[config.mk]
export PLATFORM = sky130hd
export DESIGN_NAME = trig_seq
export DESIGN_NICKNAME = d
export VERILOG_FILES = /design/src/trig_seq.v /design/src/level_trig.v
export VERILOG_INCLUDE_DIRS = /design/src
export SDC_FILE = /design/constraint.sdc
export NUM_CORES = 1
export LEC_CHECK = 0
export BUFFER_PORTS_ARGS = -buffer_cell sky130_fd_sc_hd__buf_4
export CAP_MARGIN = 20
export CORE_MARGIN = 5
export CORE_UTILIZATION = 55
export CTS_CLUSTER_DIAMETER = 50
export DETAILED_ROUTE_END_ITERATION = 7
export PLACE_DENSITY = 0.74
export SYNTH_ARGS = -nofsm -noshare
export SYNTH_HDL_FRONTEND = slang
export SYNTH_SLANG_ARGS = --single-unit
[constraint.sdc]
create_clock -name core_clk_i -period 8.8 [get_ports core_clk_i]
set_input_delay 1.76 -clock core_clk_i [delete_from_list [all_inputs] [get_ports core_clk_i]]
set_output_delay 1.76 -clock core_clk_i [all_outputs]
set_load 0.02 [all_outputs]
[src/trig_seq_defs.vh]
// Register offsets, field positions, reset values and timing counts of the trigger sequencer
`ifndef TRIG_SEQ_DEFS_VH
`define TRIG_SEQ_DEFS_VH

// ==========================================
// Register word offsets (byte address = 4 * index)
`define REG_CTRL 4'h0
`define REG_CMD 4'h1
`define REG_ARM_CNT 4'h2
`define REG_TRIG_CNT 4'h3
`define REG_SAMP_CNT 4'h4
`define REG_DELAY 4'h5
`define REG_VLVL 4'h6
`define REG_ILVL 4'h7
`define REG_LVL_CFG 4'h8
`define REG_STATUS 4'h9
`define REG_MEAS_DONE 4'hA

// ==========================================
// CTRL fields
`define CTRL_CONT 0
`define CTRL_ARM_SRC_LO 1
`define CTRL_TRIG_SRC_LO 3
`define CTRL_REMOTE 5
`define CTRL_QUICK 6
`define CTRL_MC_EN 7

// ==========================================
// CMD bits (write-one pulses)
`define CMD_INIT 0
`define CMD_ABORT 1
`define CMD_FORCE 2
`define CMD_BUS_TRG 3

// ==========================================
// LVL_CFG fields
`define LVL_V_EN 0
`define LVL_V_RISE 1
`define LVL_I_EN 2
`define LVL_I_RISE 3
`define LVL_OFS_LO 16

// ==========================================
// Event sources
`define SRC_IMM 2'h0
`define SRC_EXT 2'h1
`define SRC_MAN 2'h2
`define SRC_BUS 2'h3

// ==========================================
// Reset values and sample count limit
`define ARM_CNT_RST 16'h0001
`define TRIG_CNT_RST 16'h0001
`define SAMP_CNT_RST 12'h001
`define SAMP_CNT_MAX 12'h9C4

// ==========================================
// Timing: delay register counts units of 100 us, max 999999 units
`define DELAY_UNIT_NS 100000
`define CLK_PERIOD_NS 100
`define DELAY_UNIT_CYC (`DELAY_UNIT_NS / `CLK_PERIOD_NS)
`define DELAY_MAX 20'hF423F
`define MC_PULSE_CYC 4'hA

`endif

[src/trig_seq.v]
// Trigger sequencer with arm/trigger layers, Avalon-MM registers and level trigger
`timescale 1ns/1ps
`include "trig_seq_defs.vh"

// Notes on behaviour
// - Local quick setup: trigger immediate, count one
// - Continuous initiation keeps looping, idles only for one cycle after abort
// - Otherwise idle after arm*trigger*sample measurements
// - Manual key starts sequence from idle
// - External arm makes line 1 trigger input
// - Arm source imm/ext/man/bus; bus remote only
// - Sample count limited to 2500
// - Trigger source imm/ext/man only
// - Arm count repeats arm layer passes
// - Trigger count repeats per arm pass
// - Sample count measurements per trigger event
// - Force bypasses waiting layer's event
// - Initiate leaves idle, enters arm layer
// - Abort returns sequence to idle; continuous re-enters arm next cycle
// - Configuration retained across remote to local
// - Level crossing in direction starts logging
// - Voltage level trigger own enable/level/direction
// - Current level trigger independent settings
// - Activation discards all but pretrigger entries
// - Shared pretrigger offset for both triggers
// - Bus trigger command fires bus arm
// - Source, settle delay, then measure
// - Optional output pulse after measurement
module trig_seq #(
   parameter W = 16,
   parameter DELAY_UNIT = `DELAY_UNIT_CYC,
   parameter MC_LEN = `MC_PULSE_CYC
) (
   // Clock and reset
   input wire core_clk_i,
   input wire rst_n_i,
   // Avalon-MM slave
   input wire [3:0] avs_address,
   input wire avs_read,
   input wire avs_write,
   input wire [31:0] avs_writedata,
   output reg [31:0] avs_readdata,
   output wire avs_waitrequest,
   // Front panel and digital line 1
   input wire trig_key_i,
   input wire ext_trig_i,
   output wire line1_trig_in_o,
   // Measurement path
   input wire meas_done_i,
   input wire [W-1:0] v_meas_i,
   input wire [W-1:0] i_meas_i,
   output wire source_o,
   output wire measure_o,
   output reg meter_done_o,
   // Data log control
   output wire log_en_o,
   output wire log_clear_o,
   output wire [15:0] log_keep_o
);

   localparam ST_IDLE = 3'h0;
   localparam ST_ARM = 3'h1;
   localparam ST_TRIG = 3'h2;
   localparam ST_SRC = 3'h3;
   localparam ST_DLY = 3'h4;
   localparam ST_MEAS = 3'h5;

   // ==========================================
   // Input synchronisers
   reg [1:0] key_s_r;
   reg [1:0] ext_s_r;
   reg key_d_r;
   reg ext_d_r;
   wire key_ev;
   wire ext_ev;

   always @(posedge core_clk_i or negedge rst_n_i) begin
      if (!rst_n_i) begin
         key_s_r <= 2'h0;
         ext_s_r <= 2'h0;
         key_d_r <= 1'b0;
         ext_d_r <= 1'b0;
      end else begin
         key_s_r <= {key_s_r[0], trig_key_i};
         ext_s_r <= {ext_s_r[0], ext_trig_i};
         key_d_r <= key_s_r[1];
         ext_d_r <= ext_s_r[1];
      end
   end

   assign key_ev = key_s_r[1] & ~key_d_r;
   assign ext_ev = ext_s_r[1] & ~ext_d_r;

   // ==========================================
   // Configuration registers
   reg cont_r;
   reg [1:0] arm_src_r;
   reg [1:0] trig_src_r;
   reg remote_r;
   reg quick_r;
   reg mc_en_r;
   reg [15:0] arm_cnt_r;
   reg [15:0] trig_cnt_r;
   reg [11:0] samp_cnt_r;
   reg [19:0] delay_r;
   reg [W-1:0] vlvl_r;
   reg [W-1:0] ilvl_r;
   reg v_en_r;
   reg v_rise_r;
   reg i_en_r;
   reg i_rise_r;
   reg [15:0] ofs_r;

   wire wr = avs_write;
   wire [1:0] wr_arm_src = avs_writedata[`CTRL_ARM_SRC_LO+1:`CTRL_ARM_SRC_LO];
   wire [1:0] wr_trig_src = avs_writedata[`CTRL_TRIG_SRC_LO+1:`CTRL_TRIG_SRC_LO];
   wire wr_remote = avs_writedata[`CTRL_REMOTE];
   wire [11:0] wr_samp = avs_writedata[11:0];
   wire cmd_wr = wr & (avs_address == `REG_CMD);
   wire cmd_init = cmd_wr & avs_writedata[`CMD_INIT];
   wire cmd_abort = cmd_wr & avs_writedata[`CMD_ABORT];
   wire cmd_force = cmd_wr & avs_writedata[`CMD_FORCE];
   wire cmd_bus = cmd_wr & avs_writedata[`CMD_BUS_TRG];

   // One wait state on reads, so read data stands when the master takes it
   reg rd_vld_r;
   assign avs_waitrequest = avs_read & ~rd_vld_r;

   always @(posedge core_clk_i or negedge rst_n_i) begin
      if (!rst_n_i) begin
         cont_r <= 1'b0;
         arm_src_r <= `SRC_IMM;
         trig_src_r <= `SRC_IMM;
         remote_r <= 1'b0;
         quick_r <= 1'b0;
         mc_en_r <= 1'b0;
         arm_cnt_r <= `ARM_CNT_RST;
         trig_cnt_r <= `TRIG_CNT_RST;
         samp_cnt_r <= `SAMP_CNT_RST;
         delay_r <= 20'h00000;
         vlvl_r <= {W{1'b0}};
         ilvl_r <= {W{1'b0}};
         v_en_r <= 1'b0;
         v_rise_r <= 1'b0;
         i_en_r <= 1'b0;
         i_rise_r <= 1'b0;
         ofs_r <= 16'h0000;
      end else if (wr) begin
         // Nothing resets on a remote-to-local change; settings persist
         case (avs_address)
            `REG_CTRL: begin
               cont_r <= avs_writedata[`CTRL_CONT];
               remote_r <= wr_remote;
               quick_r <= avs_writedata[`CTRL_QUICK];
               mc_en_r <= avs_writedata[`CTRL_MC_EN];
               // Bus arm source refused unless written in remote mode
               if (wr_arm_src != `SRC_BUS || wr_remote) begin
                  arm_src_r <= wr_arm_src;
               end
               // Bus is not a trigger-layer source
               if (wr_trig_src != `SRC_BUS) begin
                  trig_src_r <= wr_trig_src;
               end
            end
            `REG_ARM_CNT: begin
               if (avs_writedata[15:0] != 16'h0000) begin
                  arm_cnt_r <= avs_writedata[15:0];
               end
            end
            `REG_TRIG_CNT: begin
               if (avs_writedata[15:0] != 16'h0000) begin
                  trig_cnt_r <= avs_writedata[15:0];
               end
            end
            `REG_SAMP_CNT: begin
               if (avs_writedata[31:12] == 20'h00000 && wr_samp != 12'h000 && wr_samp <= `SAMP_CNT_MAX) begin
                  samp_cnt_r <= wr_samp;
               end
            end
            `REG_DELAY: begin
               if (avs_writedata[31:20] == 12'h000 && avs_writedata[19:0] <= `DELAY_MAX) begin
                  delay_r <= avs_writedata[19:0];
               end
            end
            `REG_VLVL: vlvl_r <= avs_writedata[W-1:0];
            `REG_ILVL: ilvl_r <= avs_writedata[W-1:0];
            `REG_LVL_CFG: begin
               v_en_r <= avs_writedata[`LVL_V_EN];
               v_rise_r <= avs_writedata[`LVL_V_RISE];
               i_en_r <= avs_writedata[`LVL_I_EN];
               i_rise_r <= avs_writedata[`LVL_I_RISE];
               ofs_r <= avs_writedata[`LVL_OFS_LO+15:`LVL_OFS_LO];
            end
            default: begin
            end
         endcase
      end
   end

   // Local quick setup overrides trigger layer source and count
   wire quick_local = quick_r & ~remote_r;
   wire [1:0] eff_trig_src = quick_local ? `SRC_IMM : trig_src_r;
   wire [15:0] eff_trig_cnt = quick_local ? 16'h0001 : trig_cnt_r;

   // ==========================================
   // Sequencer
   reg [2:0] st_r;
   reg [15:0] arm_i_r;
   reg [15:0] trig_i_r;
   reg [11:0] samp_i_r;
   reg [19:0] dly_i_r;
   reg [13:0] unit_i_r;
   reg [3:0] mc_i_r;
   reg logging_r;
   reg clr_r;
   reg bus_pend_r;
   reg [31:0] meas_tot_r;
   wire lvl_fire;

   function ev_hit;
      input [1:0] src;
      input ke;
      input xe;
      input be;
      begin
         case (src)
            `SRC_IMM: ev_hit = 1'b1;
            `SRC_EXT: ev_hit = xe;
            `SRC_MAN: ev_hit = ke;
            default: ev_hit = be;
         endcase
      end
   endfunction

   wire arm_go = cmd_force | ev_hit(arm_src_r, key_ev, ext_ev, bus_pend_r | cmd_bus);
   wire trig_go = cmd_force | ev_hit(eff_trig_src, key_ev, ext_ev, 1'b0);
   wire last_samp = (samp_i_r == samp_cnt_r - 12'h001);
   wire last_trig = (trig_i_r == eff_trig_cnt - 16'h0001);
   wire last_arm = (arm_i_r == arm_cnt_r - 16'h0001);

   always @(posedge core_clk_i or negedge rst_n_i) begin
      if (!rst_n_i) begin
         st_r <= ST_IDLE;
         arm_i_r <= 16'h0000;
         trig_i_r <= 16'h0000;
         samp_i_r <= 12'h000;
         dly_i_r <= 20'h00000;
         unit_i_r <= 14'h0000;
         bus_pend_r <= 1'b0;
         meas_tot_r <= 32'h00000000;
      end else if (cmd_abort) begin
         st_r <= ST_IDLE;
         arm_i_r <= 16'h0000;
         trig_i_r <= 16'h0000;
         samp_i_r <= 12'h000;
         dly_i_r <= 20'h00000;
         unit_i_r <= 14'h0000;
         bus_pend_r <= 1'b0;
      end else begin
         // Bus trigger latched while arm waits
         if (cmd_bus && st_r == ST_ARM) begin
            bus_pend_r <= 1'b1;
         end
         case (st_r)
            ST_IDLE: begin
               if (cmd_init || key_ev || cont_r) begin
                  st_r <= ST_ARM;
               end
            end
            ST_ARM: begin
               if (arm_go) begin
                  bus_pend_r <= 1'b0;
                  st_r <= ST_TRIG;
               end
            end
            ST_TRIG: begin
               if (trig_go) begin
                  st_r <= ST_SRC;
               end
            end
            ST_SRC: begin
               dly_i_r <= 20'h00000;
               unit_i_r <= 14'h0000;
               st_r <= ST_DLY;
            end
            ST_DLY: begin
               if (dly_i_r == delay_r) begin
                  st_r <= ST_MEAS;
               end else if (unit_i_r == DELAY_UNIT - 1) begin
                  unit_i_r <= 14'h0000;
                  dly_i_r <= dly_i_r + 20'h00001;
               end else begin
                  unit_i_r <= unit_i_r + 14'h0001;
               end
            end
            ST_MEAS: begin
               if (meas_done_i) begin
                  meas_tot_r <= meas_tot_r + 32'h00000001;
                  if (!last_samp) begin
                     samp_i_r <= samp_i_r + 12'h001;
                     st_r <= ST_DLY;
                     dly_i_r <= delay_r;
                  end else begin
                     samp_i_r <= 12'h000;
                     if (!last_trig) begin
                        trig_i_r <= trig_i_r + 16'h0001;
                        st_r <= ST_TRIG;
                     end else begin
                        trig_i_r <= 16'h0000;
                        if (!last_arm) begin
                           arm_i_r <= arm_i_r + 16'h0001;
                           st_r <= ST_ARM;
                        end else begin
                           arm_i_r <= 16'h0000;
                           st_r <= cont_r ? ST_ARM : ST_IDLE;
                        end
                     end
                  end
               end
            end
            default: st_r <= ST_IDLE;
         endcase
      end
   end

   assign source_o = (st_r == ST_SRC);
   assign measure_o = (st_r == ST_MEAS);
   assign line1_trig_in_o = (arm_src_r == `SRC_EXT) | (trig_src_r == `SRC_EXT);

   // ==========================================
   // Meter complete pulse and level-triggered logging
   always @(posedge core_clk_i or negedge rst_n_i) begin
      if (!rst_n_i) begin
         mc_i_r <= 4'h0;
         meter_done_o <= 1'b0;
         logging_r <= 1'b0;
         clr_r <= 1'b0;
      end else begin
         if (st_r == ST_MEAS && meas_done_i && mc_en_r) begin
            mc_i_r <= MC_LEN[3:0];
            meter_done_o <= 1'b1;
         end else if (mc_i_r > 4'h1) begin
            mc_i_r <= mc_i_r - 4'h1;
         end else begin
            mc_i_r <= 4'h0;
            meter_done_o <= 1'b0;
         end
         clr_r <= lvl_fire & ~logging_r;
         if (lvl_fire) begin
            logging_r <= 1'b1;
         end else if (wr && avs_address == `REG_LVL_CFG) begin
            logging_r <= 1'b0;
         end
      end
   end

   level_trig #(
      .W(W)
   ) u_level (
      .core_clk_i(core_clk_i),
      .rst_n_i(rst_n_i),
      .v_en_i(v_en_r),
      .v_rise_i(v_rise_r),
      .v_lvl_i(vlvl_r),
      .i_en_i(i_en_r),
      .i_rise_i(i_rise_r),
      .i_lvl_i(ilvl_r),
      .samp_vld_i(meas_done_i),
      .v_meas_i(v_meas_i),
      .i_meas_i(i_meas_i),
      .fire_o(lvl_fire)
   );

   assign log_en_o = logging_r;
   assign log_clear_o = clr_r;
   assign log_keep_o = ofs_r;

   // ==========================================
   // Read mux, registered data
   always @(posedge core_clk_i or negedge rst_n_i) begin
      if (!rst_n_i) begin
         avs_readdata <= 32'h00000000;
         rd_vld_r <= 1'b0;
      end else if (avs_read && !rd_vld_r) begin
         rd_vld_r <= 1'b1;
         case (avs_address)
            `REG_CTRL: avs_readdata <= {24'h000000, mc_en_r, quick_r, remote_r, trig_src_r, arm_src_r, cont_r};
            `REG_ARM_CNT: avs_readdata <= {16'h0000, arm_cnt_r};
            `REG_TRIG_CNT: avs_readdata <= {16'h0000, trig_cnt_r};
            `REG_SAMP_CNT: avs_readdata <= {20'h00000, samp_cnt_r};
            `REG_DELAY: avs_readdata <= {12'h000, delay_r};
            `REG_VLVL: avs_readdata <= {{(32-W){1'b0}}, vlvl_r};
            `REG_ILVL: avs_readdata <= {{(32-W){1'b0}}, ilvl_r};
            `REG_LVL_CFG: avs_readdata <= {ofs_r, 12'h000, i_rise_r, i_en_r, v_rise_r, v_en_r};
            `REG_STATUS: avs_readdata <= {27'h0000000, logging_r, line1_trig_in_o, st_r};
            `REG_MEAS_DONE: avs_readdata <= meas_tot_r;
            default: avs_readdata <= 32'h00000000;
         endcase
      end else begin
         rd_vld_r <= 1'b0;
      end
   end

endmodule

[src/level_trig.v]
// Level trigger: threshold crossing on voltage or current
`timescale 1ns/1ps
module level_trig #(
   parameter W = 16
) (
   // Clock and reset
   input wire core_clk_i,
   input wire rst_n_i,
   // Configuration
   input wire v_en_i,
   input wire v_rise_i,
   input wire [W-1:0] v_lvl_i,
   input wire i_en_i,
   input wire i_rise_i,
   input wire [W-1:0] i_lvl_i,
   // Samples
   input wire samp_vld_i,
   input wire [W-1:0] v_meas_i,
   input wire [W-1:0] i_meas_i,
   // Result
   output wire fire_o
);

   reg v_above_r;
   reg i_above_r;
   reg prim_r;
   wire v_above_nxt;
   wire i_above_nxt;
   wire v_hit;
   wire i_hit;

   assign v_above_nxt = (v_meas_i > v_lvl_i);
   assign i_above_nxt = (i_meas_i > i_lvl_i);
   // Crossing only: the first sample after reset primes history
   assign v_hit = v_en_i & prim_r & (v_rise_i ? (v_above_nxt & ~v_above_r) : (~v_above_nxt & v_above_r));
   assign i_hit = i_en_i & prim_r & (i_rise_i ? (i_above_nxt & ~i_above_r) : (~i_above_nxt & i_above_r));
   assign fire_o = samp_vld_i & (v_hit | i_hit);

   always @(posedge core_clk_i or negedge rst_n_i) begin
      if (!rst_n_i) begin
         v_above_r <= 1'b0;
         i_above_r <= 1'b0;
         prim_r <= 1'b0;
      end else if (samp_vld_i) begin
         v_above_r <= v_above_nxt;
         i_above_r <= i_above_nxt;
         prim_r <= 1'b1;
      end
   end

endmodule

======== Yosys cells after proc, flatten, opt, wreduce, memory -nomap -nowiden ========
Index checks and enable logic that the tools add are counted.
operators by class
  $add $sub $neg .......................... 10
  magnitude comparators ................... 5
  eq/ne operators ......................... 36
  mux-type cells .......................... 54
  bitwise gates (word level) .............. 34
  reductions and logical operators ........ 44
operators by type and width
  cell                   number
  $pmux 32 s10           1
  $mux 16                12
  $mux 20                5
  $pmux 20 s3            1
  $mux 12                4
  $mux 14                3
  $add 16x1->16 const B  2
  $add 32x1->32 const B  1
  $eq 16x16->1           2
  $gt 16x16->1           2
  $sub 16x1->16 const B  2
  $pmux 14 s2            1
  $reduce_and 3->1       8
  $mux 3                 7
  $ne 3x3->1 const B     7
  $add 20x1->20 const B  1
  $eq 20x20->1           1
  $le 20x20->1 const B   1
  $logic_not 20->1       1
  $and 1x1->1            19
  $pmux 3 s6             1
  $eq 4x3->1 const B     4
  $reduce_bool 16->1     1
  $add 14x1->14 const B  1
  other kinds (37)       95
word-level totals
  register bits after elaboration ......... 287
  input bits .............................. 75
  output and inout bits ................... 55

======== Depth between registers and ports, before layout ========
Gate-level depths: netlist (run 1).
  depth after elaboration ................. 10
  depth in mapped cells ................... 16

======== Modules after synthesis ========
A second synthesis (run 1) with hierarchy kept.
unflattened totals
  cells, all modules ...................... 1816
  area total of the unflattened synthesis .. 17113.9 sq um
modules (own cells, without submodules)
  module      times used  cells an instance  area each (sq um)
  trig_seq    1           1680               16126.7
  level_trig  1           136                987.2

======== Worst setup path before layout (run 1) ========
OpenSTA, ideal clock, no wires.
  kind .................................... in2out
  start point ............................. input port avs_read
  end point ............................... output port avs_waitrequest
  arrival time ............................ 2.460 ns
  slack ................................... 4.580 ns
  stages on the path ...................... 4
  path buffers ............................ 2
  cell sequence ........................... nand2b_1 clkbuf_1 clkbuf_1 inv_1
on the way
  longest elaborated chain between the ends .. 1
ends and longest elaborated chain
  element          line            text
  start, declared  trig_seq.v:39   input wire avs_read,
  $and 1x1->1      trig_seq.v:127  assign avs_waitrequest = avs_read & ~rd_vld_r;
  end, declared    trig_seq.v:43   output wire avs_waitrequest,
No other way between the ends.

======== Worst setup path after layout (run 1) ========
  start point ............................. register remote_r
  end point ............................... register arm_i_r[15]
on the way
  longest elaborated chain between the ends .. 7
ends and longest elaborated chain
  element                             line            text
  start, declared                     trig_seq.v:99   reg remote_r;
  start signal, assigned              trig_seq.v:153  remote_r <= wr_remote;
  $not 1->1                           trig_seq.v:201  wire quick_local = quick_r & ~remote_r;
  $and 1x1->1                         trig_seq.v:201
  $mux 16                             trig_seq.v:203  wire [15:0] eff_trig_cnt = quick_local ? 16'h0001 : trig_cnt_r;
  $sub 16x1->16                       trig_seq.v:238  wire last_trig = (trig_i_r == eff_trig_cnt - 16'h0001);
  $eq 16x16->1                        trig_seq.v:238
  $reduce_bool 2->1 (no source line)  n/a
  $reduce_and 4->1 (no source line)   n/a
  end signal, assigned                trig_seq.v:311  arm_i_r <= arm_i_r + 16'h0001;
  end, declared                       trig_seq.v:208  reg [15:0] arm_i_r;
No other way between the ends.
A chain may end at the register's enable or synchronous reset.

==> results of run 1 <==
-- final cells by class --
class	instances	area [um^2]	area share (%)
Clock buffer	50	1070	5.56
Sequential cell	287	7190	37.4
Multi-Input combinational cell	1286	8840	46.0
Antenna cell	1	2.50	0.0130
Timing Repair Buffer	149	1150	5.99
Tap cell	390	488	2.54
Clock inverter	19	201	1.05
Inverter	69	259	1.35
-- worst register-to-register path, delay by kind of cell (launching register included) --
family	cells	cell delay [ns]
flip-flops	1	0.41
XOR/XNOR	1	0.24
AND/OR/NAND/NOR	6	2.61
AO/OA/AOI/OAI	3	0.61
adder cells (fa/ha/maj)	1	0.56
-- state kept, by name, indices dropped and copies added, names as in the netlist, 2 cells and up --
| register | count |
|---|---|
| dly_i_r | 20 |
| delay_r | 20 |
| ext_s_r | 2 |
| vlvl_r | 16 |
| key_s_r | 2 |
| avs_readdata | 32 |
| log_keep_o | 16 |
| arm_cnt_r | 16 |
| unit_i_r | 14 |
| trig_src_r | 2 |
| arm_src_r | 2 |
| samp_cnt_r | 12 |
| st_r | 3 |
| meas_tot_r | 32 |
| mc_i_r | 4 |
| samp_i_r | 12 |
| trig_cnt_r | 16 |
| ilvl_r | 16 |
| arm_i_r | 16 |
| trig_i_r | 16 |
-- kinds of logic (layout without fill, tap and decap cells) --
logic type	after synthesis	after routing
compound gates	383	383
xor+xnor	123	123
fa+ha+maj	43	43
buf+inv	176	287
flops	287	287
mux	121	121
other cells	0	1
simple gates	616	616
-- cells in the mapped netlist (all sizes together), types with 5 or more instances --
| library cell | count | share of area [%] |
|---|---|---|
| dfrtp | 284 | 43 |
| nand2 | 149 | 3.4 |
| mux2 | 112 | 7.6 |
| o21ai | 109 | 3.3 |
| clkbuf | 98 | 2.2 |
| nor2 | 91 | 2.0 |
| xnor2 | 74 | 3.9 |
| nand3 | 71 | 2.1 |
| inv | 69 | 1.6 |
| a22oi | 50 | 2.2 |
| nand4 | 49 | 1.8 |
| xor2 | 49 | 2.6 |
| ha | 43 | 3.2 |
| a21oi | 41 | 1.2 |
| nor3 | 39 | 1.2 |
| and3 | 38 | 1.4 |
| nor4 | 31 | 1.2 |
| nand2b | 30 | 1.1 |
| a22o | 27 | 1.4 |
| nor2b | 27 | 1.0 |
| o31ai | 27 | 1.2 |
| and2 | 21 | 0.79 |
| a21o | 18 | 0.81 |
| a31oi | 17 | 0.64 |
| or4 | 12 | 0.58 |
| a221oi | 11 | 0.58 |
| a221o | 10 | 0.60 |
| or3 | 10 | 0.37 |
| buf | 9 | 0.35 |
| mux2i | 9 | 0.54 |
| nand3b | 9 | 0.40 |
| a211oi | 8 | 0.36 |
| or2 | 8 | 0.30 |
| nor3b | 7 | 0.31 |
| o21a | 7 | 0.31 |
| nand4b | 6 | 0.31 |
| o22ai | 6 | 0.22 |
| a41oi | 5 | 0.26 |
| and4 | 5 | 0.26 |
| o41ai | 5 | 0.26 |
| or3b | 5 | 0.26 |
-- per-stage QoR --
step | cells | instance area (um^2)
after floorplan | 1749 | 16700
after global placement | 2179 | 17900
after detailed placement | 2180 | 17900
after CTS | 2249 | 19200
after global routing | 2250 | 19200
final | 2251 | 19200
-- cell usage in the layout (no fill, tap or decap), types with 50 or more instances in the layout --
master / Yosys / final
buf_4: 0 / 146
nor2_1: 91 / 90
mux2_2: 112 / 112
xnor2_1: 74 / 74
a22oi_1: 50 / 50
nand3_1: 71 / 71
nand2_1: 149 / 149
o21ai_0: 100 / 99
inv_1: 69 / 69
dfrtp_1: 284 / 284
-- report_power, final --
part / internal (mW) / switching (mW) / total (mW)
sequential: 1.47 / 0.254 / 1.73
clock: 0.931 / 0.627 / 1.56
combinational: 0.390 / 0.510 / 0.900
-- layer usage --
metal	GRT usage, %	share of wire [%]	vias up
li1	-	-	6570
met1	42.0	42	7189
met2	45.0	45	718
met3	4.97	8.5	146
met4	11.5	4.5	0
met5	0	0	-
-- how the worst min path moves through the flow --
stage	end	slack (ns)	cells past startpoint	startpoint
after floorplan	ext_s_r[1]$_DFF_PN0_	0.33	0	ext_s_r[0]$_DFF_PN0_
after global placement	ext_s_r[1]$_DFF_PN0_	0.33	0	ext_s_r[0]$_DFF_PN0_
after detailed placement	key_s_r[1]$_DFF_PN0_	0.34	0	key_s_r[0]$_DFF_PN0_
after CTS	key_s_r[1]$_DFF_PN0_	0.37	0	key_s_r[0]$_DFF_PN0_
after global routing	key_s_r[1]$_DFF_PN0_	0.38	0	key_s_r[0]$_DFF_PN0_
final	key_s_r[1]$_DFF_PN0_	0.36	0	key_s_r[0]$_DFF_PN0_
==> summary.md, run 1 <==
| Metric | Value |
|---|---|
| Status | `complete, no violations` |
| WS Path Type | `reg -> reg` |
| Crit-path most repeated cell | `or4_1` |
| Largest family of logic cells by synthesized area | `simple AND/OR/NAND/NOR gates` |
| First-pass detailed-route iteration total | `6` |
| MaxCap Viol Count | `0` |
| Simple-gate share of the synthesized area | `around 19%` |
| Final Cycle Share | `about half` |
| Sequential-to-total area share from yosys stat | `43.0%` |
| Syn Nets | `around 1.9k` |
| EDFF count, synth | `0` |
| Total negative slack | `0 ns` |
| Routed via count | `14.6k` |
| FF-to-FF End | `arm_i_r[15]$_DFFE_PN0P_` |
| Share of layout cells above drive strength 1 | `18.8%` |
| CTS Buf Count | `38` |
| Hold Path Class | `reg -> reg` |
| Syn_area_per_cell | `between 9 and 10 um^2` |
| Slowest cell on crit path | `or3b_1` |
| Slew @ Worst Pin | `1.10 ns` |
| Setup crit start kind | `flop` |
| Max frequency | `221 MHz` |
| Worst r2r src | `remote_r$_DFFE_PN0P_` |
| Residual DRC | `0` |
| GRT Resource Usage Total | `between 20 and 30%` |
| Utilization after layout | `64.4%` |
| Final nets | `roughly 1.9k` |
| Slew Limit Fails | `0` |
| CTS tree | `built` |
| Hold_buf cts | `0` |
| Fin crit period | `around 4.5 ns` |
| Relative slew slack | `26.9%` |
| Layout Skew | `~0.016 ns` |
| Fin. Hold Viols | `0` |
| # setup viols final | `0` |
| RSZ-0062 raised after global routing | `false` |
| Crit path capture | `arm_i_r[15]$_DFFE_PN0P_` |
| Synth cell types | `70` |
| Worst setup startpoint | `remote_r$_DFFE_PN0P_` |
| Row count | `63` |
| Crit Path Max Fanout | `21` |
| Async SR Flop Fraction | `between 90% and 100%` |
| Clock Latency Late Sink | `0.52 ns` |
| Drt total wl | `50600 um` |
| Num ports | `130` |
| Initial antenna violation count | `1` |
| Routability Congestion | `between 0.9 and 1` |
| Worst Path Required | `9.22 ns` |
| Post-synthesis compound-gate area fraction | `around 16%` |
| Buf+Inv Stages, Crit Path | `0` |
| I/O Buffers | `129` |
| Syn-to-layout area delta | `15.0%` |
| Final HPWL DP | `36200 um` |
| Remaining Overflow, GRT | `0` |
| FF-to-FF path depth | `11` |
| Vias in the first global route | `about 14k` |
| Crit end category | `flop` |
| Post-synthesis mux area share | `under 10%` |
| Seq cells post-synth | `around 290` |
| Top delay family on crit path | `simple AND/OR/NAND/NOR gates` |
| DIE AREA | `around 34000 um^2` |
| Pin count of the biggest net entering global routing | `94` |
| Clock Path Buffers | `3` |
| Min Hold Slack | `roughly 0.36 ns` |
| YS warnings | `0` |
| Post-synthesis adder-cell area fraction | `3.22%` |
| Post-CTS Setup Repair Bufs | `0` |
| First-pass GRT wire length | `roughly 80000 um` |
| Antenna-violating nets left | `0` |
| CTS resizes | `0` |
| Crit-path cells | `nand2b_1 -> nand2_1 -> ha_1 -> xor2_1 -> nand3_1 -> o21ai_0 -> o2111ai_1 -> or4_1 -> or4_1 -> or3b_1 -> o31ai_1` |
| Core area | `roughly 30000 um^2` |
| R2R Setup Slk | `approximately 4.3 ns` |
| CTS Sinks | `287` |
| Die Ht | `about 180 um` |
| Total power | `4.19 mW` |
| Critical Path AT | `4.94 ns` |
| Initial Util | `56.0%` |
| Post-route setup slack | `~4.3 ns` |
| First DRT Iteration DRCs | `1303` |
| Top FF cell, synth | `dfrtp_1` |
| Fillers | `around 2.4k` |
| CTS root buffer | `clkbuf_16` |
| Leakage | `~8.6 nW` |
| Chip Width | `between 150 and 200 um` |
| Synthesized area | `approximately 17000 um^2` |
| Pre-CTS WS | `a little over 4 ns` |
| H-tree levels | `2` |
| Pwr Density | `approximately 220 nW/um^2` |
| Slowest cell delay on critical path | `roughly 0.65 ns` |
| Routed len/inst | `about 22 um` |
| CP Depth | `11` |
| Peak supply drop | `between 150 and 200 uV` |
| Via-to-Cell Ratio | `6.50` |
| Clock-pin slew on the worst setup and hold paths | `about 0.060 ns` |
| Syn Inst Count | `1749` |
| Synth Area in XOR/XNOR | `approximately 6.5%` |
Power figures use the tool's default switching activity.
==> run 2, diff against run 1 <==
==> constraint.sdc (replaced) <==
create_clock -name core_clk_i -period 4.5 [get_ports core_clk_i]
set_input_delay 0.9 -clock core_clk_i [delete_from_list [all_inputs] [get_ports core_clk_i]]
set_output_delay 0.9 -clock core_clk_i [all_outputs]
set_load 0.02 [all_outputs]
==> run 2 against run 1 <==
Compared with the run above: critical path depth stayed put; sequential power is 92% higher; first-iteration DRC count stayed put; sequential share of layout area hardly changed; final area is 0.12% higher; clock skew hardly changed; highest routed layer unchanged; final cell count is 0.53% higher; worst hold slack worse by 0.0060 ns; global-route usage is 0.63 points higher.
==> summary.md, run 2 (same netlist as run 1, synthesis figures left out) <==
| Metric | Value |
|---|---|
| Routed len/inst | `22.6 um (+0.74%)` |
| Critical Path AT | `4.50 ns (-0.44 ns)` |
| Routability Congestion | `1.03 (+5.7%)` |
| Worst Path Required | `4.92 ns (-4.30 ns)` |
| CTS resizes | `0 (unchanged)` |
| Largest registers | `avs_readdata x32, meas_tot_r x32` |
| Antenna-violating nets left | `0 (unchanged)` |
| Crit-path cells | `nor2b_1 -> nor2_1 -> ha_1 -> xor2_1 -> nand3_1 -> o21ai_0 -> o2111ai_1 -> or4_1 -> or4_1 -> or3b_1 -> o31ai_1` |
| First-pass detailed-route iteration total | `6 (unchanged)` |
| Slew @ Worst Pin | `1.08 ns (-0.0210 ns)` |
| DIE AREA | `33900 um^2 (unchanged)` |
| Slowest cell on crit path | `or3b_1` |
| Slew Limit Fails | `0 (unchanged)` |
| Remaining Overflow, GRT | `0 (unchanged)` |
| Initial antenna violation count | `0 (-1)` |
| H-tree levels | `2 (unchanged)` |
| Crit-path most repeated cell | `or4_1` |
| Fillers | `2412 (-1.0%)` |
| Min Hold Slack | `0.352 ns (-0.00601 ns)` |
| Final instance area | `19200 um^2 (+0.12%)` |
| Hold Path Class | `reg -> reg` |
| Peak supply drop | `368 uV (+86%)` |
| Placed Area | `18000 um^2 (+0.70%)` |
| Pin count of the biggest net entering global routing | `100 (+6.4%)` |
| DP Cell Count | `2195 (+0.69%)` |
| Num ports | `130 (unchanged)` |
| I/O Buffers | `129 (unchanged)` |
| Final Cycle Share | `90.8% (+39 points)` |
| CTS Buf Count | `37 (-2.6%)` |
| # setup viols final | `0 (unchanged)` |
| Relative slew slack | `28.3% (+1.4 points)` |
| Top delay family on crit path | `simple AND/OR/NAND/NOR gates` |
| Clock Path Buffers | `3 (unchanged)` |
| Clock-pin slew on the worst setup and hold paths | `0.06 ns (about the same)` |
| Slowest cell delay on critical path | `0.66 ns (about the same)` |
| Commonest non-fill, non-tap cells in the layout | `284 x dfrtp_1, 160 x buf_4, 149 x nand2_1, 112 x mux2_2, 99 x o21ai_0` |
| MaxCap Viol Count | `0 (unchanged)` |
| Syn-to-layout area delta | `15.1%` |
| Fin cells | `2263 (+0.53%)` |
| Total negative slack | `0 ns (unchanged)` |
| Utilization after layout | `64.5% (+0.080 points)` |
| Status | `complete, no violations` |
| Row count | `63 (unchanged)` |
| WS Path Type | `reg -> reg` |
| Register area | `7190 um^2 (unchanged)` |
| CTS Sinks | `287 (unchanged)` |
| Final nets | `1962 (+0.67%)` |
| GRT Resource Usage Total | `30.0% (+0.63 points)` |
| Final HPWL DP | `37200 um (+2.8%)` |
| Crit end category | `flop` |
| CTS root buffer | `clkbuf_16` |
| Fin crit period | `4.08 ns (-0.437 ns)` |
| Post-CTS Setup Repair Bufs | `0 (unchanged)` |
| Share of layout cells above drive strength 1 | `19.3% (+0.52 points)` |
| Most common cell after layout, fill and taps aside | `dfrtp_1` |
| Fin. Hold Viols | `0 (unchanged)` |
| Via-to-Cell Ratio | `6.44 (-0.92%)` |
| First DRT Iteration DRCs | `1303 (unchanged)` |
| Routed via count | `14.6k (-0.39%)` |
| Max frequency | `245 MHz (+11%)` |
| Clock Latency Late Sink | `0.53 ns (about the same)` |
| Leakage | `8.62 nW (+0.35%)` |
| Layout Skew | `0.0160 ns (+0.0000763 ns)` |
| Die Ht | `184 um (unchanged)` |
| Initial Util | `56.0% (unchanged)` |
| Chip Width | `184 um (unchanged)` |
| Vias in the first global route | `14.3k (+2.3%)` |
| Pwr Density | `421 nW/um^2 (+93%)` |
| Buf+Inv Stages, Crit Path | `0 (unchanged)` |
| Multi-input logic area | `8840 um^2 (unchanged)` |
| Crit Path Max Fanout | `18 (-14%)` |
| CTS tree | `built` |
| Residual DRC | `0 (unchanged)` |
| First-pass GRT wire length | `81000 um (+1.8%)` |
| Setup crit start kind | `flop` |
| Core area | `29800 um^2 (unchanged)` |
| Drt total wl | `51200 um (+1.3%)` |
| Hold_buf cts | `0 (unchanged)` |
| RSZ-0062 raised after global routing | `false` |
run 2: cell types whose count changed in the layout (fill, tap and decap cells not counted):
cell | previous run | this run
buf_4 | 146 | 160
inv_8 | 3 | 1
buf_16 | 1 | 0
buf_12 | 0 | 1
clkbuf_8 | 5 | 3
bufinv_16 | 2 | 1
inv_6 | 6 | 8
clkinv_4 | 2 | 0
clkinv_2 | 3 | 6
clkinv_8 | 0 | 1
clkbuf_16 | 39 | 38
run 2: area by class of cell:
type                       instances  area share, %
clock buffer                      47           5.28
antenna                            1         0.0130
inverter                          69           1.35
clock inverter                    20          0.938
multi-input combinational       1286           46.0
timing repair buffer             163           6.49
sequential                       287           37.4
tap                              390           2.54
run 2: final timing paths:
| kind | startpoint | slack [ns] | endpoint | depth (start not counted) |
|---|---|---|---|---|
| setup / recovery | quick_r$_DFFE_PN0P_ | 0.42 | arm_i_r[15]$_DFFE_PN0P_ | 11 |
| hold / removal | ext_s_r[0]$_DFF_PN0_ | 0.35 | ext_s_r[1]$_DFF_PN0_ | 0 |
| setup reg to reg | quick_r$_DFFE_PN0P_ | 0.42 | arm_i_r[15]$_DFFE_PN0P_ | 11 |
| hold reg to reg | ext_s_r[0]$_DFF_PN0_ | 0.35 | ext_s_r[1]$_DFF_PN0_ | 0 |
| max in group asynchronous | rst_n_i | 3.03 | dly_i_r[4]$_DFFE_PN0P_ | 2 |
| min in group asynchronous | rst_n_i | 0.42 | arm_i_r[12]$_DFFE_PN0P_ | 1 |
run 2: report_power, final:
part / total, mW / switching, mW / internal [mW]
Combinational: 1.86 / 1.07 / 0.790
Clock: 2.90 / 1.21 / 1.69
Sequential: 3.33 / 0.448 / 2.88
Total: 8.09 / 2.73 / 5.36
run 2: through the flow:
step / setup WS, ns / power (mW)
floorplan: 0.677 / 4.45
global placement: 0.579 / 5.12
detailed placement: 0.443 / 5.18
CTS: 0.458 / 8.09
global route: 0.153 / 8.45
finish: 0.416 / 8.09
run 2: per-layer routing:
layer,up-vias,part of all wire [%],global-route usage [%]
li1,6584,-,-
met3,133,8.3,5.59
met2,650,44,45.8
met4,0,4.7,13.0
met1,7199,43,42.3
met5,-,0,0
run 2: worst register-to-register path, cell delays in order (launching register included):
cell	delay, ns
dfrtp_1	0.40
nor2b_1	0.15
nor2_1	0.18
ha_1	0.59
xor2_1	0.25
nand3_1	0.09
o21ai_0	0.09
o2111ai_1	0.14
or4_1	0.53
or4_1	0.54
or3b_1	0.66
o31ai_1	0.36
==> run 3, diff against run 2 <==
--- a/config.mk
+++ b/config.mk
@@ -6,8 +6,10 @@
 export SDC_FILE = /design/constraint.sdc
 export NUM_CORES = 1
 export LEC_CHECK = 0
+export ABC_AREA = 1
 export BUFFER_PORTS_ARGS = -buffer_cell sky130_fd_sc_hd__buf_4
 export CAP_MARGIN = 20
+export CORE_ASPECT_RATIO = 1.5
 export CORE_MARGIN = 5
 export CORE_UTILIZATION = 55
 export CTS_CLUSTER_DIAMETER = 50
@@ -16,3 +18,4 @@
 export SYNTH_ARGS = -nofsm -noshare
 export SYNTH_HDL_FRONTEND = slang
 export SYNTH_SLANG_ARGS = --single-unit
+export TNS_END_PERCENT = 1
==> run 3 against run 2 <==
Compared with the run above: worst hold slack worse by 0.028 ns; sequential cell count unchanged; clock power down 7%.
==> summary.md, run 3 <==
| Metric | Value |
|---|---|
| Clock-pin slew on the worst setup and hold paths | `0.07 ns (about the same)` |
| Net Sw Frac | `35.6% (+1.9 points)` |
| Initial Util | `55.6% (-0.38 points)` |
| Total negative slack | `0 ns (unchanged)` |
| FF-to-FF End | `dly_i_r[1]$_DFFE_PN0P_` |
| Num ports | `130 (unchanged)` |
| Share of layout cells above drive strength 1 | `10.6% (-8.7 points)` |
| Pin count of the biggest net entering global routing | `91 (-9.0%)` |
| YS warnings | `0 (unchanged)` |
| Synth top area share | `41.2% (-1.4 points)` |
| Most frequent cell after synthesis | `nand2_1` |
| CTS tree | `built` |
| CTS resizes | `0 (unchanged)` |
| Fin crit period | `3.38 ns (-0.708 ns)` |
| DIE AREA | `35100 um^2 (+3.5%)` |
| Syn Nets | `2427 (+30%)` |
| RSZ-0062 raised after global routing | `false` |
| Commonest cells in the netlist | `667 x nand2_1, 284 x dfrtp_1, 274 x inv_1` |
| Pint | `5.29 mW (-1.4%)` |
| Sequential-to-total area share from yosys stat | `41.6% (-1.4 points)` |
| Syn_area_per_cell | `7.48 um^2 (-22%)` |
| # setup viols final | `0 (unchanged)` |
| Top cells by area in the synthesized netlist | `dfrtp_1 41%, nand2_1 14%, o21ai_0 6.0%` |
| Leakage | `9.67 nW (+12%)` |
| Final Cycle Share | `75.0% (-16 points)` |
| Fillers | `2844 (+18%)` |
| Slowest cell on crit path | `o21ai_2` |
| Ant diodes | `0 (-1)` |
| Async SR Flop Fraction | `100% (unchanged)` |
| Routed len/inst | `19.8 um (-12%)` |
| Via-to-Cell Ratio | `5.73 (-11%)` |
| Fin cells | `2856 (+26%)` |
| Worst Path Required | `4.99 ns (+0.07 ns)` |
| Vias in the first global route | `16.2k (+13%)` |
| First-pass detailed-route iteration total | `6 (unchanged)` |
| Top FF cell, synth | `dfrtp_1` |
| Pwr Density | `416 nW/um^2 (-1.2%)` |
| Slew @ Worst Pin | `1.03 ns (-0.0413 ns)` |
| Utilization after layout | `63.6% (-0.89 points)` |
| DP Cell Count | `2800 (+28%)` |
| Remaining Overflow, GRT | `0 (unchanged)` |
| Final HPWL DP | `43800 um (+18%)` |
| EDFF count, synth | `0 (unchanged)` |
| Seq cells post-synth | `287 (unchanged)` |
| Status | `complete, no violations` |
| Crit Path Max Fanout | `27 (+9)` |
| Min Hold Slack | `0.324 ns (-0.0280 ns)` |
| Relative slew slack | `30.8% (+2.6 points)` |
| Clock power frac | `33.1% (-2.7 points)` |
| CTS root buffer | `clkbuf_16` |
| Drt total wl | `56600 um (+11%)` |
| MaxCap Viol Count | `0 (unchanged)` |
| Post-CTS Setup Repair Bufs | `0 (unchanged)` |
| Syn Inst Count | `2309 (+32%)` |
| Die Ht | `227 um (+23%)` |
| Combinational Power Share | `27.0% (+4.0 points)` |
| FF-to-FF path depth | `16 (+5)` |
| Syn-to-layout area delta | `14.3%` |
| Synthesized area | `17300 um^2 (+3.5%)` |
| Synth cell types | `56 (-20%)` |
| Routed via count | `16.4k (+12%)` |
| Clock Latency Late Sink | `0.58 ns (+0.05 ns)` |
| Critical Path AT | `3.86 ns (-0.64 ns)` |
| Chip Width | `155 um (-16%)` |
| GRT Resource Usage Total | `32.1% (+2.0 points)` |
| Crit-path cells | `inv_1 -> ha_1 -> nand2_1 -> inv_1 -> nor2_1 -> nand3_1 -> nor2_1 -> nand2_1 -> nor2_1 -> nand2_1 -> nor2_1 -> nand3_1 -> o21ai_2 -> buf_4 -> nand2_1 -> o21ai_0` |
| Fin. Hold Viols | `0 (unchanged)` |
| Peak supply drop | `347 uV (-5.5%)` |
| Worst r2r src | `samp_cnt_r[0]$_DFFE_PN1P_` |
| Core area | `31000 um^2 (+4.2%)` |
| Commonest non-fill, non-tap cells in the layout | `667 x nand2_1, 284 x dfrtp_1, 274 x inv_1, 207 x o21ai_0, 170 x nor2_1` |
| Final nets | `2546 (+30%)` |
| First DRT Iteration DRCs | `1268 (-2.7%)` |
| Largest registers | `avs_readdata x32, meas_tot_r x32` |
| Worst setup startpoint | `samp_cnt_r[0]$_DFFE_PN1P_` |
| Slowest cell delay on critical path | `0.83 ns (+0.17 ns)` |
| Layout Skew | `0.0175 ns (+0.00149 ns)` |
| Hold Path Class | `in -> async` |
| Crit path capture | `dly_i_r[1]$_DFFE_PN0P_` |
| Row count | `79 (+25%)` |
| Slew Limit Fails | `0 (unchanged)` |
| Setup crit start kind | `flop` |
| Max frequency | `296 MHz (+21%)` |
| Cell taking the most area after synthesis | `dfrtp_1` |
| Residual DRC | `0 (unchanged)` |
| Antenna-violating nets left | `0 (unchanged)` |
| Hold_buf cts | `0 (unchanged)` |
| I/O Buffers | `129 (unchanged)` |
| Sequential share of power | `40.0% (-1.2 points)` |
| CTS Sinks | `287 (unchanged)` |
| WS Path Type | `reg -> reg` |
| CTS Buf Count | `29 (-22%)` |
| Switching power | `2.92 mW (+7.2%)` |
| Clock Path Buffers | `3 (unchanged)` |
| H-tree levels | `1 (-1)` |
| R2R Setup Slk | `1.12 ns (+0.71 ns)` |
| Most common cell after layout, fill and taps aside | `nand2_1` |
| Routability Congestion | `0.999 (-2.6%)` |
| Initial antenna violation count | `0 (unchanged)` |
| First-pass GRT wire length | `89000 um (+9.8%)` |
| Crit end category | `flop` |
-- run 3: changes by cell type in the layout (fill, tap and decap cells not counted), moves of 41 or more --
cell and change:
mux2_2 -101, a22oi_1 -47, inv_1 +205, nand2_1 +518, nand3_1 +63, o21ai_0 +108, xnor2_1 -41, nor2_1 +80
xor2_1 +46
-- run 3: kinds of logic after synthesis --
logic type      synth area share [%]
simple gates                    28.2
compound gates                  11.6
buf+inv                         7.90
flops                           41.6
xor+xnor                        6.85
fa+ha+maj                       3.12
mux                            0.717
-- run 3: power by group through the flow --
stage | Combinational, mW | Clock (mW) | Sequential (mW)
floorplan | 1.44 | 0 | 3.26
global placement | 2.14 | 0 | 3.30
detailed placement | 2.19 | 0 | 3.31
CTS | 2.21 | 2.73 | 3.27
global route | 2.50 | 2.84 | 3.32
finish | 2.21 | 2.71 | 3.28
-- run 3: layout make-up --
| class | count | area (um^2) | share of cell area [%] |
|---|---|---|---|
| clock buffers | 40 | 837 | 4.24 |
| clock inverters | 14 | 225 | 1.14 |
| inverters | 287 | 1080 | 5.46 |
| multi-input cells | 1673 | 8720 | 44.2 |
| flip-flops and latches | 287 | 7190 | 36.4 |
| well taps | 405 | 507 | 2.57 |
| repair buffers | 150 | 1190 | 6.01 |
-- run 3: how the worst min path moves through the flow --
stage                                 endpoint  depth (start not counted)
after detailed placement  key_s_r[1]$_DFF_PN0_                          0
after CTS                  mc_i_r[2]$_DFF_PN0_                          1
after global placement    ext_s_r[1]$_DFF_PN0_                          0
after floorplan           ext_s_r[1]$_DFF_PN0_                          0
after global routing       mc_i_r[1]$_DFF_PN0_                          1
final                      mc_i_r[1]$_DFF_PN0_                          1
-- run 3: routing by layer --
layer / wire length, um / vias to the layer above / track usage, %
li1: - / 7785 / -
met4: 3840 / 0 / 18.4
met2: 26800 / 625 / 53.9
met1: 22000 / 7795 / 39.4
met5: 0 / - / 0
met3: 3960 / 162 / 5.10
-- run 3: through the flow --
stage,cell area (um^2),worst slack (ns),total power [mW]
2_1_floorplan,17300,1.89,4.70
3_3_place_gp,18600,0.979,5.44
3_5_place_dp,18600,0.901,5.50
4_1_cts,19700,1.17,8.21
5_1_grt,19700,0.745,8.66
6_report,19700,1.12,8.21
-- run 3: worst max-delay path: cells and delay by family, from the launching register on --
kind	cells	cell delay, ns
AND/OR/NAND/NOR	10	0.95
AO/OA/AOI/OAI	2	0.92
flip-flops	1	0.64
buffers and inverters	3	0.44
adder cells (fa/ha/maj)	1	0.34
